**src/epe_pkg.sv**
```systemverilog
// Constants and register map of the event peak and energy detect block
// Operation
// - Peak: centre beats prev column, ties next, beats one row, ties other, over threshold
// - Peak threshold is 8 bits, written by its own strobe, held two's complemented
// - Window active is delayed to match the peak pipeline and ANDed in
// - Final strobe runs through a shift register with three taps
// - Earliest tap rises 3 clocks after the peak sits at the centre element
// - Lookup table access forces every strobe tap low
// - Energy is the sum of the nine pixels around the centre, every clock
// - Outer rows add first with latched carry, middle row one stage later
// - First column sum latched, added to next, then third, carries build upper bits
// - Energy output is bits 2 to 9 of the full sum
// - Sum bits above 9 are ORed into the overflow flag
// - Energy comes 5 clocks after centring, double flag 2 clocks later
// - Energy is compared with an 8-bit two's complemented threshold from its own strobe
// - Threshold result ORed with overflow, then latched as the double flag
// - Energy threshold strobe also takes bus bit 15 as double enable
// - Double enable is off after reset
// - Oldest stream is two rows back, current stream is the present row
// - Columns arrive one per clock: first column, centre column, then last
package epe_pkg;
    localparam int PIX_W = 8;
    localparam int DATA_W = 32;
    localparam int REG_ADDR_MIN = 5;
    // Register byte offsets
    localparam logic [7:0] ADDR_PEAK_THR = 8'h00;
    localparam logic [7:0] ADDR_ENERGY_THR = 8'h04;
    localparam logic [7:0] ADDR_CTRL = 8'h08;
    localparam logic [7:0] ADDR_IRQ_STATUS = 8'h0C;
    localparam logic [7:0] ADDR_IRQ_CLEAR = 8'h10;
    localparam logic [7:0] ADDR_IRQ_ENABLE = 8'h14;
    localparam logic [7:0] ADDR_ENERGY = 8'h18;
    // Fields
    localparam int ETHR_EN_BIT = 15;
    localparam int CTRL_LUT_BIT = 0;
    localparam int ENERGY_OVF_BIT = 8;
    localparam int IRQ_EVT = 0;
    localparam int IRQ_DBL = 1;
    localparam int IRQ_OVF = 2;
    localparam int IRQ_W = 3;
    // Reset values
    localparam logic [7:0] PEAK_THR_RST = 8'h00;
    localparam logic [7:0] ENERGY_THR_RST = 8'h00;
    // Pipeline geometry
    localparam int WIN_DLY = 2;
    localparam int STRB_LEN = 5;
    localparam int TAP_EARLY = 0;
    localparam int TAP_MID = 2;
    localparam int TAP_LATE = 4;
    localparam int TAP_OVF = 2;
    localparam int TAP_DBL = 3;
    localparam int E_FULL_W = 12;
    localparam int E_LO = 2;
    localparam int E_HI = 9;
    localparam int E_OVF_LO = 10;
    localparam logic [3:0] WARM_CYC = 4'h8;
    // AXI responses
    localparam logic [1:0] RESP_OKAY = 2'h0;
    localparam logic [1:0] RESP_SLVERR = 2'h2;
endpackage : epe_pkg

```
**src/epe_event_detect.sv**
```systemverilog
// Event peak validation, 3x3 energy and double-count flag behind AXI4-Lite
`timescale 1ns/1ps
module epe_event_detect #(
    parameter int ADDR_W = 8
) (
    // Clock and reset
    input wire logic mclk,
    input wire logic rstn,
    // Row streams and window
    input wire logic [epe_pkg::PIX_W-1:0] row_stream_current,
    input wire logic [epe_pkg::PIX_W-1:0] row_stream_middle,
    input wire logic [epe_pkg::PIX_W-1:0] row_stream_oldest,
    input wire logic window_active,
    // Event results
    output logic centre_strobe_tap_early,
    output logic centre_strobe_tap_mid,
    output logic centre_strobe_tap_late,
    output logic [epe_pkg::PIX_W-1:0] energy_value,
    output logic energy_overflow,
    output logic multi_hit_flag,
    output logic irq,
    // AXI4-Lite write
    input wire logic [ADDR_W-1:0] s_axi_awaddr,
    input wire logic s_axi_awvalid,
    output logic s_axi_awready,
    input wire logic [epe_pkg::DATA_W-1:0] s_axi_wdata,
    input wire logic [3:0] s_axi_wstrb,
    input wire logic s_axi_wvalid,
    output logic s_axi_wready,
    output logic [1:0] s_axi_bresp,
    output logic s_axi_bvalid,
    input wire logic s_axi_bready,
    // AXI4-Lite read
    input wire logic [ADDR_W-1:0] s_axi_araddr,
    input wire logic s_axi_arvalid,
    output logic s_axi_arready,
    output logic [epe_pkg::DATA_W-1:0] s_axi_rdata,
    output logic [1:0] s_axi_rresp,
    output logic s_axi_rvalid,
    input wire logic s_axi_rready
);
    import epe_pkg::*;

    if (ADDR_W < REG_ADDR_MIN) begin : g_bad_addr
        $error("ADDR_W too small for the register map");
    end

    // Strictly above: value plus two's complement threshold passes 256
    function automatic logic above_thr(input logic [PIX_W-1:0] val,
                                       input logic [PIX_W-1:0] thr_cpl);
        logic [PIX_W:0] s;
        s = {1'b0, val} + {1'b0, thr_cpl};
        return s[PIX_W] && (s[PIX_W-1:0] != '0);
    endfunction : above_thr

    function automatic logic addr_is(input logic [ADDR_W-1:0] a, input logic [7:0] ofs);
        return a == ADDR_W'(ofs);
    endfunction : addr_is

    //--------------------------------------------------------------
    // AXI4-Lite slave
    //--------------------------------------------------------------
    logic aw_have_ff, w_have_ff, awready_ff, wready_ff, bvalid_ff;
    logic arready_ff, rvalid_ff;
    logic [1:0] bresp_ff, rresp_ff;
    logic [ADDR_W-1:0] awaddr_ff;
    logic [DATA_W-1:0] wdata_ff, rdata_ff;
    logic [3:0] wstrb_ff;
    logic aw_fire, w_fire, wr_commit, wr_hit;
    logic [DATA_W-1:0] rd_word;
    logic rd_hit;

    assign aw_fire = s_axi_awvalid && awready_ff;
    assign w_fire = s_axi_wvalid && wready_ff;
    assign wr_commit = aw_have_ff && w_have_ff && !bvalid_ff;

    always_ff @(posedge mclk) begin
        if (!rstn) begin
            aw_have_ff <= 1'b0;
            awready_ff <= 1'b0;
            awaddr_ff <= '0;
        end else begin
            if (aw_fire) begin
                aw_have_ff <= 1'b1;
                awaddr_ff <= s_axi_awaddr;
            end else if (wr_commit) begin
                aw_have_ff <= 1'b0;
            end
            awready_ff <= !(aw_fire || (aw_have_ff && !wr_commit));
        end
    end

    always_ff @(posedge mclk) begin
        if (!rstn) begin
            w_have_ff <= 1'b0;
            wready_ff <= 1'b0;
            wdata_ff <= '0;
            wstrb_ff <= '0;
        end else begin
            if (w_fire) begin
                w_have_ff <= 1'b1;
                wdata_ff <= s_axi_wdata;
                wstrb_ff <= s_axi_wstrb;
            end else if (wr_commit) begin
                w_have_ff <= 1'b0;
            end
            wready_ff <= !(w_fire || (w_have_ff && !wr_commit));
        end
    end

    assign wr_hit = addr_is(awaddr_ff, ADDR_PEAK_THR) || addr_is(awaddr_ff, ADDR_ENERGY_THR)
        || addr_is(awaddr_ff, ADDR_CTRL) || addr_is(awaddr_ff, ADDR_IRQ_CLEAR)
        || addr_is(awaddr_ff, ADDR_IRQ_ENABLE);

    always_ff @(posedge mclk) begin
        if (!rstn) begin
            bvalid_ff <= 1'b0;
            bresp_ff <= RESP_OKAY;
        end else if (wr_commit) begin
            bvalid_ff <= 1'b1;
            bresp_ff <= wr_hit ? RESP_OKAY : RESP_SLVERR;
        end else if (s_axi_bready) begin
            bvalid_ff <= 1'b0;
        end
    end

    //--------------------------------------------------------------
    // Registers
    //--------------------------------------------------------------
    logic [PIX_W-1:0] peak_thr_ff, energy_thr_ff;
    logic multi_hit_enable_ff, lut_access_ff;
    logic [IRQ_W-1:0] irq_status_ff, irq_enable_ff, irq_set;
    logic peak_threshold_write_n, energy_threshold_write_n, lut_access_active_n;
    logic ctrl_bus_bit15;

    assign peak_threshold_write_n = !(wr_commit && addr_is(awaddr_ff, ADDR_PEAK_THR)
        && wstrb_ff[0]);
    assign energy_threshold_write_n = !(wr_commit && addr_is(awaddr_ff, ADDR_ENERGY_THR)
        && (wstrb_ff[0] || wstrb_ff[1]));
    assign ctrl_bus_bit15 = wdata_ff[ETHR_EN_BIT];
    assign lut_access_active_n = !lut_access_ff;

    always_ff @(posedge mclk) begin
        if (!rstn) begin
            peak_thr_ff <= PEAK_THR_RST;
        end else if (!peak_threshold_write_n) begin
            peak_thr_ff <= wdata_ff[PIX_W-1:0];
        end
    end

    always_ff @(posedge mclk) begin
        if (!rstn) begin
            energy_thr_ff <= ENERGY_THR_RST;
            multi_hit_enable_ff <= 1'b0;
        end else if (!energy_threshold_write_n) begin
            if (wstrb_ff[0]) begin
                energy_thr_ff <= wdata_ff[PIX_W-1:0];
            end
            if (wstrb_ff[1]) begin
                multi_hit_enable_ff <= ctrl_bus_bit15;
            end
        end
    end

    always_ff @(posedge mclk) begin
        if (!rstn) begin
            lut_access_ff <= 1'b0;
            irq_enable_ff <= '0;
        end else if (wr_commit && wstrb_ff[0]) begin
            if (addr_is(awaddr_ff, ADDR_CTRL)) begin
                lut_access_ff <= wdata_ff[CTRL_LUT_BIT];
            end
            if (addr_is(awaddr_ff, ADDR_IRQ_ENABLE)) begin
                irq_enable_ff <= wdata_ff[IRQ_W-1:0];
            end
        end
    end

    //--------------------------------------------------------------
    // Event validate
    //--------------------------------------------------------------
    logic [PIX_W-1:0] mid_d1_ff, mid_d2_ff, cur_d1_ff, old_d1_ff;
    logic centre_gt_prev_col_n, centre_ge_next_col, peak_hit_ff;
    logic [WIN_DLY-1:0] win_dly_ff;
    logic [STRB_LEN-1:0] strobe_sr_ff;
    logic event_centre_strobe;

    // Middle row holds the centre; the column before came a clock earlier
    always_ff @(posedge mclk) begin
        if (!rstn) begin
            mid_d1_ff <= '0;
            mid_d2_ff <= '0;
            cur_d1_ff <= '0;
            old_d1_ff <= '0;
        end else begin
            mid_d1_ff <= row_stream_middle;
            mid_d2_ff <= mid_d1_ff;
            cur_d1_ff <= row_stream_current;
            old_d1_ff <= row_stream_oldest;
        end
    end

    assign centre_gt_prev_col_n = !(mid_d1_ff > mid_d2_ff);
    assign centre_ge_next_col = mid_d1_ff >= row_stream_middle;

    always_ff @(posedge mclk) begin
        if (!rstn) begin
            peak_hit_ff <= 1'b0;
            win_dly_ff <= '0;
        end else begin
            peak_hit_ff <= !centre_gt_prev_col_n && centre_ge_next_col
                && (mid_d1_ff > cur_d1_ff) && (mid_d1_ff >= old_d1_ff)
                && above_thr(mid_d1_ff, peak_thr_ff);
            win_dly_ff <= {win_dly_ff[WIN_DLY-2:0], window_active};
        end
    end

    assign event_centre_strobe = peak_hit_ff && win_dly_ff[WIN_DLY-1];

    always_ff @(posedge mclk) begin
        if (!rstn) begin
            strobe_sr_ff <= '0;
        end else begin
            strobe_sr_ff <= {strobe_sr_ff[STRB_LEN-2:0], event_centre_strobe}
                & {STRB_LEN{lut_access_active_n}};
        end
    end

    assign centre_strobe_tap_early = strobe_sr_ff[TAP_EARLY];
    assign centre_strobe_tap_mid = strobe_sr_ff[TAP_MID];
    assign centre_strobe_tap_late = strobe_sr_ff[TAP_LATE];

    //--------------------------------------------------------------
    // Event energy and double count
    //--------------------------------------------------------------
    logic [PIX_W:0] outer_rows_sum_ff;
    logic [PIX_W-1:0] mid_e_ff, energy_value_ff;
    logic [PIX_W+1:0] colsum_ff, col_first_ff;
    logic [PIX_W+2:0] two_column_sum_ff;
    logic [E_FULL_W-1:0] energy_full_ff;
    logic energy_overflow_ff, doub_ff, multi_hit_ff, irq_ff;

    always_ff @(posedge mclk) begin
        if (!rstn) begin
            outer_rows_sum_ff <= '0;
            mid_e_ff <= '0;
            colsum_ff <= '0;
            col_first_ff <= '0;
            two_column_sum_ff <= '0;
            energy_full_ff <= '0;
        end else begin
            outer_rows_sum_ff <= {1'b0, row_stream_current} + {1'b0, row_stream_oldest};
            mid_e_ff <= row_stream_middle;
            colsum_ff <= {1'b0, outer_rows_sum_ff} + {2'b00, mid_e_ff};
            col_first_ff <= colsum_ff;
            two_column_sum_ff <= {1'b0, colsum_ff} + {1'b0, col_first_ff};
            energy_full_ff <= {1'b0, two_column_sum_ff} + {2'b00, colsum_ff};
        end
    end

    always_ff @(posedge mclk) begin
        if (!rstn) begin
            energy_value_ff <= '0;
            energy_overflow_ff <= 1'b0;
            doub_ff <= 1'b0;
            multi_hit_ff <= 1'b0;
        end else begin
            energy_value_ff <= energy_full_ff[E_HI:E_LO];
            energy_overflow_ff <= |energy_full_ff[E_FULL_W-1:E_OVF_LO];
            doub_ff <= above_thr(energy_value_ff, energy_thr_ff) || energy_overflow_ff;
            multi_hit_ff <= doub_ff && strobe_sr_ff[TAP_DBL] && multi_hit_enable_ff;
        end
    end

    assign energy_value = energy_value_ff;
    assign energy_overflow = energy_overflow_ff;
    assign multi_hit_flag = multi_hit_ff;

    //--------------------------------------------------------------
    // Interrupts
    //--------------------------------------------------------------
    assign irq_set = {energy_overflow_ff && strobe_sr_ff[TAP_OVF], multi_hit_ff,
        strobe_sr_ff[TAP_EARLY]};

    // New events win over a clear in the same cycle
    always_ff @(posedge mclk) begin
        if (!rstn) begin
            irq_status_ff <= '0;
            irq_ff <= 1'b0;
        end else begin
            if (wr_commit && wstrb_ff[0] && addr_is(awaddr_ff, ADDR_IRQ_CLEAR)) begin
                irq_status_ff <= (irq_status_ff & ~wdata_ff[IRQ_W-1:0]) | irq_set;
            end else begin
                irq_status_ff <= irq_status_ff | irq_set;
            end
            irq_ff <= |(irq_status_ff & irq_enable_ff);
        end
    end

    assign irq = irq_ff;

    //--------------------------------------------------------------
    // Read channel
    //--------------------------------------------------------------
    always_comb begin
        rd_word = '0;
        rd_hit = 1'b1;
        if (addr_is(s_axi_araddr, ADDR_PEAK_THR)) begin
            rd_word[PIX_W-1:0] = peak_thr_ff;
        end else if (addr_is(s_axi_araddr, ADDR_ENERGY_THR)) begin
            rd_word[PIX_W-1:0] = energy_thr_ff;
            rd_word[ETHR_EN_BIT] = multi_hit_enable_ff;
        end else if (addr_is(s_axi_araddr, ADDR_CTRL)) begin
            rd_word[CTRL_LUT_BIT] = lut_access_ff;
        end else if (addr_is(s_axi_araddr, ADDR_IRQ_STATUS)) begin
            rd_word[IRQ_W-1:0] = irq_status_ff;
        end else if (addr_is(s_axi_araddr, ADDR_IRQ_ENABLE)) begin
            rd_word[IRQ_W-1:0] = irq_enable_ff;
        end else if (addr_is(s_axi_araddr, ADDR_ENERGY)) begin
            rd_word[PIX_W-1:0] = energy_value_ff;
            rd_word[ENERGY_OVF_BIT] = energy_overflow_ff;
        end else if (!addr_is(s_axi_araddr, ADDR_IRQ_CLEAR)) begin
            rd_hit = 1'b0;
        end
    end

    always_ff @(posedge mclk) begin
        if (!rstn) begin
            arready_ff <= 1'b0;
            rvalid_ff <= 1'b0;
            rdata_ff <= '0;
            rresp_ff <= RESP_OKAY;
        end else if (s_axi_arvalid && arready_ff) begin
            arready_ff <= 1'b0;
            rvalid_ff <= 1'b1;
            rdata_ff <= rd_word;
            rresp_ff <= rd_hit ? RESP_OKAY : RESP_SLVERR;
        end else if (rvalid_ff && s_axi_rready) begin
            rvalid_ff <= 1'b0;
            arready_ff <= 1'b1;
        end else if (!rvalid_ff) begin
            arready_ff <= 1'b1;
        end
    end

    assign s_axi_awready = awready_ff;
    assign s_axi_wready = wready_ff;
    assign s_axi_bvalid = bvalid_ff;
    assign s_axi_bresp = bresp_ff;
    assign s_axi_arready = arready_ff;
    assign s_axi_rvalid = rvalid_ff;
    assign s_axi_rdata = rdata_ff;
    assign s_axi_rresp = rresp_ff;

    //--------------------------------------------------------------
    // Checks
    //--------------------------------------------------------------
    logic [3:0] warm_ff;
    logic [PIX_W+1:0] col_in;

    always_ff @(posedge mclk) begin
        if (!rstn) begin
            warm_ff <= '0;
        end else if (warm_ff != WARM_CYC) begin
            warm_ff <= warm_ff + 4'h1;
        end
    end

    assign col_in = (PIX_W+2)'(row_stream_current) + (PIX_W+2)'(row_stream_middle)
        + (PIX_W+2)'(row_stream_oldest);
endmodule : epe_event_detect

```
**config.mk**
```make
export PLATFORM = sky130hd
export DESIGN_NAME = epe_event_detect
export DESIGN_NICKNAME = d
export VERILOG_FILES = /design/src/epe_pkg.sv /design/src/epe_event_detect.sv
export SDC_FILE = /design/constraint.sdc
export NUM_CORES = 1
export LEC_CHECK = 0
export ABC_CLOCK_PERIOD_IN_PS = 3450
export BUFFER_PORTS_ARGS = -buffer_cell sky130_fd_sc_hd__buf_4
export CAP_MARGIN = 15
export CORE_AREA = 2 2 144 132
export CTS_CLUSTER_DIAMETER = 150
export DETAILED_ROUTE_END_ITERATION = 8
export DIE_AREA = 0 0 146 134
export HOLD_SLACK_MARGIN = 0.1
export PLACE_DENSITY = 0.62
export SYNTH_ARGS = -nofsm -noshare
export SYNTH_HDL_FRONTEND = slang
export SYNTH_SLANG_ARGS = --single-unit
```
**constraint.sdc**
```tcl
create_clock -name mclk -period 3.45 [get_ports mclk]
set_input_delay 0.1725 -clock mclk [delete_from_list [all_inputs] [get_ports mclk]]
set_output_delay 0.1725 -clock mclk [all_outputs]
set_load 0.01 [all_outputs]
```
==> flow_summary.toml, run 1 <==
[floorplan]
die_h_um = 134
die_w_um = 146
start_util_pct = 43.9
die-area_um2 = 19600
core_um2 = 18100
rows = 47
io_pins = 139

[hold_path]
min_from = "s_axi_arvalid"
worstHoldEndpoint = "s_axi_rvalid"
hp-class = "input port to flop"
whs_path_depth = 3

[sta]
finalSetupTns_ps = 0
worstMarginPinSlew_ps = 755
fin_crit_ps = 2500
setup_viol = 0
finalWorstSetupSlack_ps = 954
fin_skew_ps = 14.5
slew_viol_final = 0
max_freq_mhz = 401
finalHoldViolCount = 0
slew-limit-headroom_pct = 49.3
rsz0062_at_grt = "false"
post-route-period-util_pct = 72.4

[drt]
vias = 6346
route.detailed.drc = 0
ant_nets = 0
viasPerCell = 4.99
postRouteWirelength_um = 18300
wire_per_inst_um = 14.4
detail_route.iter0.violations = 313
drtPass1Iterations = 6

[setup_path]
critPathTopFamily = "compound AO/OA/AOI/OAI gates"
crit_path_end_kind = "flop"
cp-start-kind = "flop"
crit_buf_inv = 0
arrival_ps = 2780
cpPeakStageDelay_ps = 530
path_cells = "ha_1 -> fa_1 -> a21o_1 -> a21oi_1 -> o21bai_1 -> a2111oi_0 -> o21ai_0 -> nor3b_1"
criticalPathCategory = "flop to flop"
reg2reg_depth = 8
slowest_stage = "a2111oi_0"
r2r_start = "mid_e_ff[0]"
rrSetupSlack_ps = 950
required_ps = 3730
regToRegEndpoint = "colsum_ff[8]"
critPathMaxFanout = 3

[clock_tree]
cts_hold_buf = 55
cts_tree = "done"
postCtsResizedCells = 0
clk_pin_slew_ps = 70
clock_path_buffers = 2
htree_num_levels = 4
postCtsSetupBuffers = 0
clk_latency_ps = 430
cts-buffers-inserted = 17
clock-root-buffer = "clkbuf_16"
clkSinkCount = 164

[run]
maxCapViolCount = 0

[status]
status = "complete, no violations"

[global_routing]
grt_pass1_vias = 5914
grt_max_degree = 66
grt_pass1_wl_um = 29700
track_usage_pct = 19.1
grt-ovfl-total = 0
antenna_found_initial = 0

[synth]
syn_inst = 876
synth-compound-area-share_pct = 14.6
synth.yosys.warnings = 0
ys_types = 63
synth-simple-area-share_pct = 19.6
synth_top_area_share_pct = 41.3
synthMuxAreaShare_pct = 2.01
synthesis.area_um2 = 7960
netlist_top_cells_area = "dfxtp_1 (41%), ha_1 (13%), and2_1 (4.6%), a21oi_1 (4.5%), nor2_1 (3.7%)"
synth_edf_count = 0
synth_fa_ha_area_share_pct = 14.3
ys_ff_latch = 164
synth_xor_area_share_pct = 2.53
synth-seq-area-share_pct = 41.3
synthArstFlopShare_pct = 0
post-synth-top-area-cell = "dfxtp_1"
synth_top_family_by_area = "simple AND/OR/NAND/NOR gates"
synth.avg_cell_area_um2 = 9.08
synth_flop_cell = "dfxtp_1"

[placed_design]
gp_congestion = 0.839
pre_cts_ws_ps = 976
io_buffers = 89
dp_hpwl_um = 13000

[cells_and_area]
drive_gt1_share_pct = 13.1
syn2layout_area_growth_pct = 24.4
fin_nets = 1186
antenna_cells = 0
multi_input_area_um2 = 4310
regArea_um2 = 3280
fillers = 1708

[power_and_ir_drop]
p_leak_nw = 4.45
pwr-share-seq_pct = 45.2
p_switching_mw = 1.21
powerDensity_nw_per_um2 = 468
clkPwrFrac_pct = 40.6
p_sw_share_pct = 26.1
peakVddDrop_mv = 0.325
p_int_mw = 3.42
combPwrFrac_pct = 14.2
## state kept, by name, summed over array words and instances, names as in the netlist, 9 cells and up
signal,flops
energy_full_ff,10
two_column_sum_ff,11
col_first_ff,10
s_axi_rdata,10
colsum_ff,10
outer_rows_sum_ff,9
wdata_ff,9
## how the worst max path moves through the flow
| stage | endpoint | from | slack [ps] | cells after the start |
|---|---|---|---|---|
| CTS | colsum_ff[8] | mid_e_ff[0] | 950 | 8 |
| detailed placement | colsum_ff[8] | mid_e_ff[0] | 980 | 8 |
| floorplan | colsum_ff[8] | mid_e_ff[0] | 1230 | 8 |
| global placement | colsum_ff[8] | mid_e_ff[0] | 990 | 8 |
| global route | colsum_ff[8] | mid_e_ff[1] | 730 | 7 |
| finish | colsum_ff[8] | mid_e_ff[0] | 950 | 8 |
## area by class of cell
cell class	count	area share, %
Clock inverter	14	1.53
Multi-Input combinational cell	641	43.5
Inverter	44	1.67
Tap cell	245	3.10
Sequential cell	164	33.2
Clock buffer	18	4.44
Timing Repair Buffer	146	12.6
## per-stage QoR
stage               instances  util (%)  hold WS (ps)  cell area, um^2  power, mW
global route             1272      54.6           178             9900       4.85
global placement         1185      48.3           384             8760       2.73
floorplan                 899         -           300             8040       2.55
CTS                      1272      54.6           117             9900       4.66
detailed placement       1185      48.3           389             8760       2.74
finish                   1272      54.6           135             9900       4.63
## cells in the final DEF (no fill, tap or decap), drive strengths merged, types with 27 or more instances in the layout
cell / n
and2: 58
dfxtp: 164
ha: 83
a21oi: 72
nand2: 69
nor3: 30
o21ai: 29
inv: 48
dlygate4sd3: 55
nand3: 27
nor2: 79
buf: 91
## power groups by stage
stage | clock, mW | sequential, mW | combinational (mW)
final | 1.88 | 2.09 | 0.658
after detailed placement | 0 | 2.13 | 0.607
after global placement | 0 | 2.13 | 0.599
after global routing | 1.99 | 2.10 | 0.748
after CTS | 1.91 | 2.09 | 0.658
after floorplan | 0 | 2.11 | 0.443
## tightest hold or removal path: stages
cell and delay [ps]:
buf_4 80, nand2_1 120, a21oi_1 140
## per-layer routing
layer  global-route usage (%)  up-vias  routed length [um]
li1                         -     3292                   -
met1                     26.2     2893                9020
met2                     30.4      145                8250
met3                     4.01       16                 836
met4                     5.50        0                 215
met5                        0        -                   0
## Yosys cell counts, drive strengths merged, types with 6 or more instances
master  instances
nand4           7
a222oi          7
inv            44
a21oi          72
a21o           12
clkbuf         23
nor2           79
dfxtp         164
mux2i          16
nor2b           8
xnor2          11
o21ai          29
nand2          69
o21bai          6
a211oi          9
nand3          27
nor3           30
and2           58
xor2           12
nand2b          6
buf            27
ha             83
o21a           10
## cell families after synthesis
logic type	Yosys count
other	1
flip-flops	164
buffers and inverters	94
multiplexers	16
XOR/XNOR	23
adder cells (fa/ha/maj)	88
AND/OR/NAND/NOR	307
AO/OA/AOI/OAI	183
Note: power is estimated with default switching activity, not from simulation.
==> run 2, diff against run 1 <==
ABC_CLOCK_PERIOD_IN_PS = 2000   (was 3450)
PLACE_DENSITY = 0.65   (was 0.62)
clock period = 2 ns   (was 3.45 ns; I/O delays follow)
==> run 2 against run 1 <==
Against the previous run: the run now ends with negative setup slack left; maximum frequency grew 20%; first-iteration DRC count rose by 23%; clock skew down 5.9 ps; sequential cell count is the same; hold slack better by 110 ps; via count rose by 5.6%; routed wire length increased by 6.6%; cell count up 4.4%; non-clock buffer count rose by 56; critical path type unchanged; largest cell class unchanged; largest power group unchanged.
==> flow_summary.toml, run 2 (synthesis results as in run 1) <==
[cells_and_area]
fin_cells = 1328
fin_nets = 1242
largest_reg_flops = 11
regArea_um2 = 3300
layout_common_cells = "dfxtp_1 (154), buf_4 (136), nor2_1 (78), ha_1 (77), nand2_1 (66)"
multi_input_area_um2 = 4500
layout_commonest_cell = "dfxtp_1"
drive_gt1_share_pct = 20.9
syn2layout_area_growth_pct = 32.6
largest-register = "two_column_sum_ff"
fillers = 1553
antenna_cells = 0

[drt]
viasPerCell = 5.05
route.detailed.drc = 0
wire_per_inst_um = 14.7
drtPass1Iterations = 7
ant_nets = 0
vias = 6700
postRouteWirelength_um = 19500
detail_route.iter0.violations = 384

[power_and_ir_drop]
p_leak_nw = 4.75
powerDensity_nw_per_um2 = 772
total_power_mw = 8.14
peakVddDrop_mv = 0.606

[status]
status = "complete, but fails checks"
violations = "negative setup slack"

[global_routing]
antenna_found_initial = 0
grt_pass1_wl_um = 32100
grt_max_degree = 34
grt-ovfl-total = 0
track_usage_pct = 20.4
grt_pass1_vias = 6539

[floorplan]
die_w_um = 146
die-area_um2 = 19600
die_h_um = 134
start_util_pct = 43.9
rows = 47
core_um2 = 18100
io_pins = 139

[setup_path]
required_ps = 2340
cp-start-kind = "flop"
arrival_ps = 2410
criticalPathCategory = "flop to flop"
crit_path_end_kind = "flop"
slowest_stage = "a2111oi_2"
crit_buf_inv = 0
critPathMaxFanout = 3
cpPeakStageDelay_ps = 410
path_cells = "ha_4 -> fa_2 -> a21o_1 -> a21oi_2 -> o21bai_1 -> a2111oi_2 -> nor3_1 -> nor3b_1"
critPathTopFamily = "compound AO/OA/AOI/OAI gates"

[clock_tree]
clk_pin_slew_ps = 70
clock-root-buffer = "clkbuf_16"
cts-buffers-inserted = 17
clkSinkCount = 164
clock_path_buffers = 2
clk_latency_ps = 420
cts_tree = "done"
htree_num_levels = 4

[sta]
slew-limit-headroom_pct = 59.8
slew_viol_final = 0
setup_viol = 3
worstMarginPinSlew_ps = 603
fin_crit_ps = 2070
rsz0062_at_grt = "true"
finalHoldViolCount = 0
post-route-period-util_pct = 104
max_freq_mhz = 482
finalWorstSetupSlack_ps = -72.9
fin_skew_ps = 8.69

[placed_design]
io_buffers = 89
dp_hpwl_um = 13900
dp_cells = 1224
gp_congestion = 0.868

[run]
maxCapViolCount = 0

[hold_path]
hp-class = "input port to flop"
-- run 2: worst register-to-register path: stages (launching register included) --
cell	delay, ps
dfxtp_2	350
ha_4	170
fa_2	340
a21o_1	170
a21oi_2	130
o21bai_1	110
a2111oi_2	410
nor3_1	110
nor3b_1	210
-- run 2: what timing repair did --
action                     CTS  global route
hold buffers                64             0
hold endpoints to repair    55             0
resized for setup           26            31
setup endpoints to repair    9            20
pin swaps                   13            26
setup buffers                4             5
-- run 2: power breakdown --
group / internal [mW] / switching [mW]
logic: 0.662 / 0.661
clock network: 1.85 / 1.37
registers: 3.47 / 0.132
total: 5.98 / 2.16
-- run 2: final timing paths --
kind / cells after the start / to / slack [ps] / start
worst min register to register: 1 / energy_value[3] / 430 / energy_full_ff[5]
worst max-delay path: 8 / colsum_ff[8] / -70 / mid_e_ff[0]
worst max register to register: 8 / colsum_ff[8] / -70 / mid_e_ff[0]
worst min-delay path: 5 / s_axi_rdata[15] / 240 / s_axi_araddr[2]
-- run 2: area by class of cell --
| cell class | instances | area share, % |
|---|---|---|
| clock buffer | 18 | 4.07 |
| clock inverter | 14 | 1.46 |
| inverter | 44 | 1.57 |
| multi-input combinational | 641 | 42.7 |
| sequential | 164 | 31.3 |
| tap | 245 | 2.91 |
| timing repair buffer | 202 | 16.0 |
-- run 2: layer usage --
| metal | vias to the layer above | track usage (%) | wire [um] |
|---|---|---|---|
| li1 | 3411 | - | - |
| met1 | 3099 | 25.8 | 8950 |
| met2 | 161 | 34.1 | 9360 |
| met3 | 29 | 5.54 | 903 |
| met4 | 0 | 6.31 | 321 |
| met5 | - | 0 | 0 |
-- run 2: per-stage QoR --
stage / instance area, um^2 / hold WS, ps / util, % / setup slack (ps) / setup TNS (ps)
finish: 10500 / 242 / 58.2 / -72.9 / -184
global route: 10500 / 267 / 58.2 / -190 / -693
CTS: 10400 / 215 / 57.5 / -123 / -327
detailed placement: 9070 / 319 / 50.1 / -181 / -610
global placement: 9070 / 310 / 50.1 / -152 / -374
floorplan: 8070 / 227 / - / -94.7 / -96.8
==> run 3, diff against run 2 <==
SKIP_CTS_REPAIR_TIMING = 1   (was not set)
==> run 3 against run 2 <==
Against the previous run: the run still ends with negative setup slack left; register-to-register slack lost 90 ps; critical path type unchanged; clock skew about the same; largest power group unchanged; sequential cell count unchanged; critical path depth unchanged.
==> flow_summary.toml, run 3 (synthesis results as in run 1) <==
[sta]
setup_viol = 5
finalSetupTns_ps = -443
rsz0062_at_grt = "true"
finalHoldViolCount = 0
max_freq_mhz = 462
timing.hold.ws_ps = 75.3
slew_viol_final = 0
fin_skew_ps = 9.01
worstMarginPinSlew_ps = 607
finalWorstSetupSlack_ps = -163
slew-limit-headroom_pct = 59.6
fin_crit_ps = 2160
post-route-period-util_pct = 108

[power_and_ir_drop]
peakVddDrop_mv = 0.612
p_leak_nw = 4.68
total_power_mw = 8.10
powerDensity_nw_per_um2 = 779

[placed_design]
pre_cts_ws_ps = -181
dp_cells = 1224
io_buffers = 89
dp_hpwl_um = 13900
dpl_cell_area_um2 = 9070
gp_congestion = 0.868

[floorplan]
start_util_pct = 43.9
die_w_um = 146
rows = 47
die-area_um2 = 19600
die_h_um = 134
core_um2 = 18100
io_pins = 139

[setup_path]
arrival_ps = 2510
crit_path_end_kind = "flop"
rrSetupSlack_ps = -160
criticalPathCategory = "flop to flop"
critPathMaxFanout = 3
reg2reg_depth = 8
cp-start-kind = "flop"
required_ps = 2350

[global_routing]
grt_pass1_vias = 5899
grt_max_degree = 34
track_usage_pct = 18.6
grt_pass1_wl_um = 29200
grt-ovfl-total = 0
antenna_found_initial = 0

[cells_and_area]
layout_common_cells = "dfxtp_1 (159), buf_4 (132), ha_1 (79), nor2_1 (78)"
drive_gt1_share_pct = 19.8
syn2layout_area_growth_pct = 30.8
antenna_cells = 0
fillers = 1571
largest_reg_flops = 11
layout_commonest_cell = "dfxtp_1"
fin_cells = 1317
final_util_pct = 57.5
fin_nets = 1231
largest-register = "two_column_sum_ff"
final_area_um2 = 10400

[drt]
detail_route.iter0.violations = 290
drtPass1Iterations = 5
vias = 6678
route.detailed.drc = 0
postRouteWirelength_um = 19200
wire_per_inst_um = 14.6
viasPerCell = 5.07
ant_nets = 0

[clock_tree]
htree_num_levels = 4
clock-root-buffer = "clkbuf_16"
clock_path_buffers = 2
clk_pin_slew_ps = 60
clk_latency_ps = 430
clkSinkCount = 164
cts_tree = "done"
cts-buffers-inserted = 17

[status]
status = "complete, but fails checks"
violations = "negative setup slack"

[hold_path]
hp-class = "input port to flop"
whs_path_depth = 4

[run]
maxCapViolCount = 0
## run 3: cell count changes in the layout (fill, tap and decap cells not counted), moves of 2 or more
| cell | previous run | this run |
|---|---|---|
| a21oi_1 | 64 | 66 |
| buf_4 | 136 | 132 |
| dfxtp_1 | 154 | 159 |
| dfxtp_2 | 8 | 3 |
| dlygate4sd3_1 | 64 | 57 |
| ha_1 | 77 | 79 |
| ha_4 | 4 | 2 |
| o21ai_0 | 21 | 24 |
| o21ai_1 | 8 | 5 |
## run 3: final timing paths
kind | startpoint | to
worst min register to register | energy_full_ff[5] | energy_value[3]
worst max-delay path | colsum_ff[0] | two_column_sum_ff[8]
worst max register to register | colsum_ff[0] | two_column_sum_ff[8]
worst min-delay path | s_axi_arvalid | s_axi_rdata[15]
## run 3: area by class of cell
cell class              count  area, um^2  share of cell area, %
well taps                 245         307                   2.95
inverters                  44         165                   1.59
flip-flops and latches    164        3290                   31.7
multi-input cells         641        4470                   42.9
repair buffers            191        1590                   15.3
clock inverters            14         154                   1.48
clock buffers              18         429                   4.12
## run 3: per-layer routing
| layer | vias up | GRT usage, % | wire [um] |
|---|---|---|---|
| met5 | - | 0 | 0 |
| li1 | 3387 | - | - |
| met2 | 177 | 29.6 | 9140 |
| met1 | 3100 | 25.1 | 8750 |
| met3 | 14 | 5.07 | 1110 |
| met4 | 0 | 4.91 | 163 |
## run 3: report_power, final
part           internal (mW)  switching [mW]  leakage [nW]
clock                   1.85            1.36         0.278
combinational          0.644           0.649          3.06
sequential              3.47           0.129          1.35
## run 3: worst max-delay path, stage by stage, from the launching register on
cell and delay, ps:
dfxtp_2 330, ha_4 160, fa_2 370, a21o_1 200, a21oi_2 160, o21bai_1 130, a2111o_1 480, and3_4 170
nor3_2 90
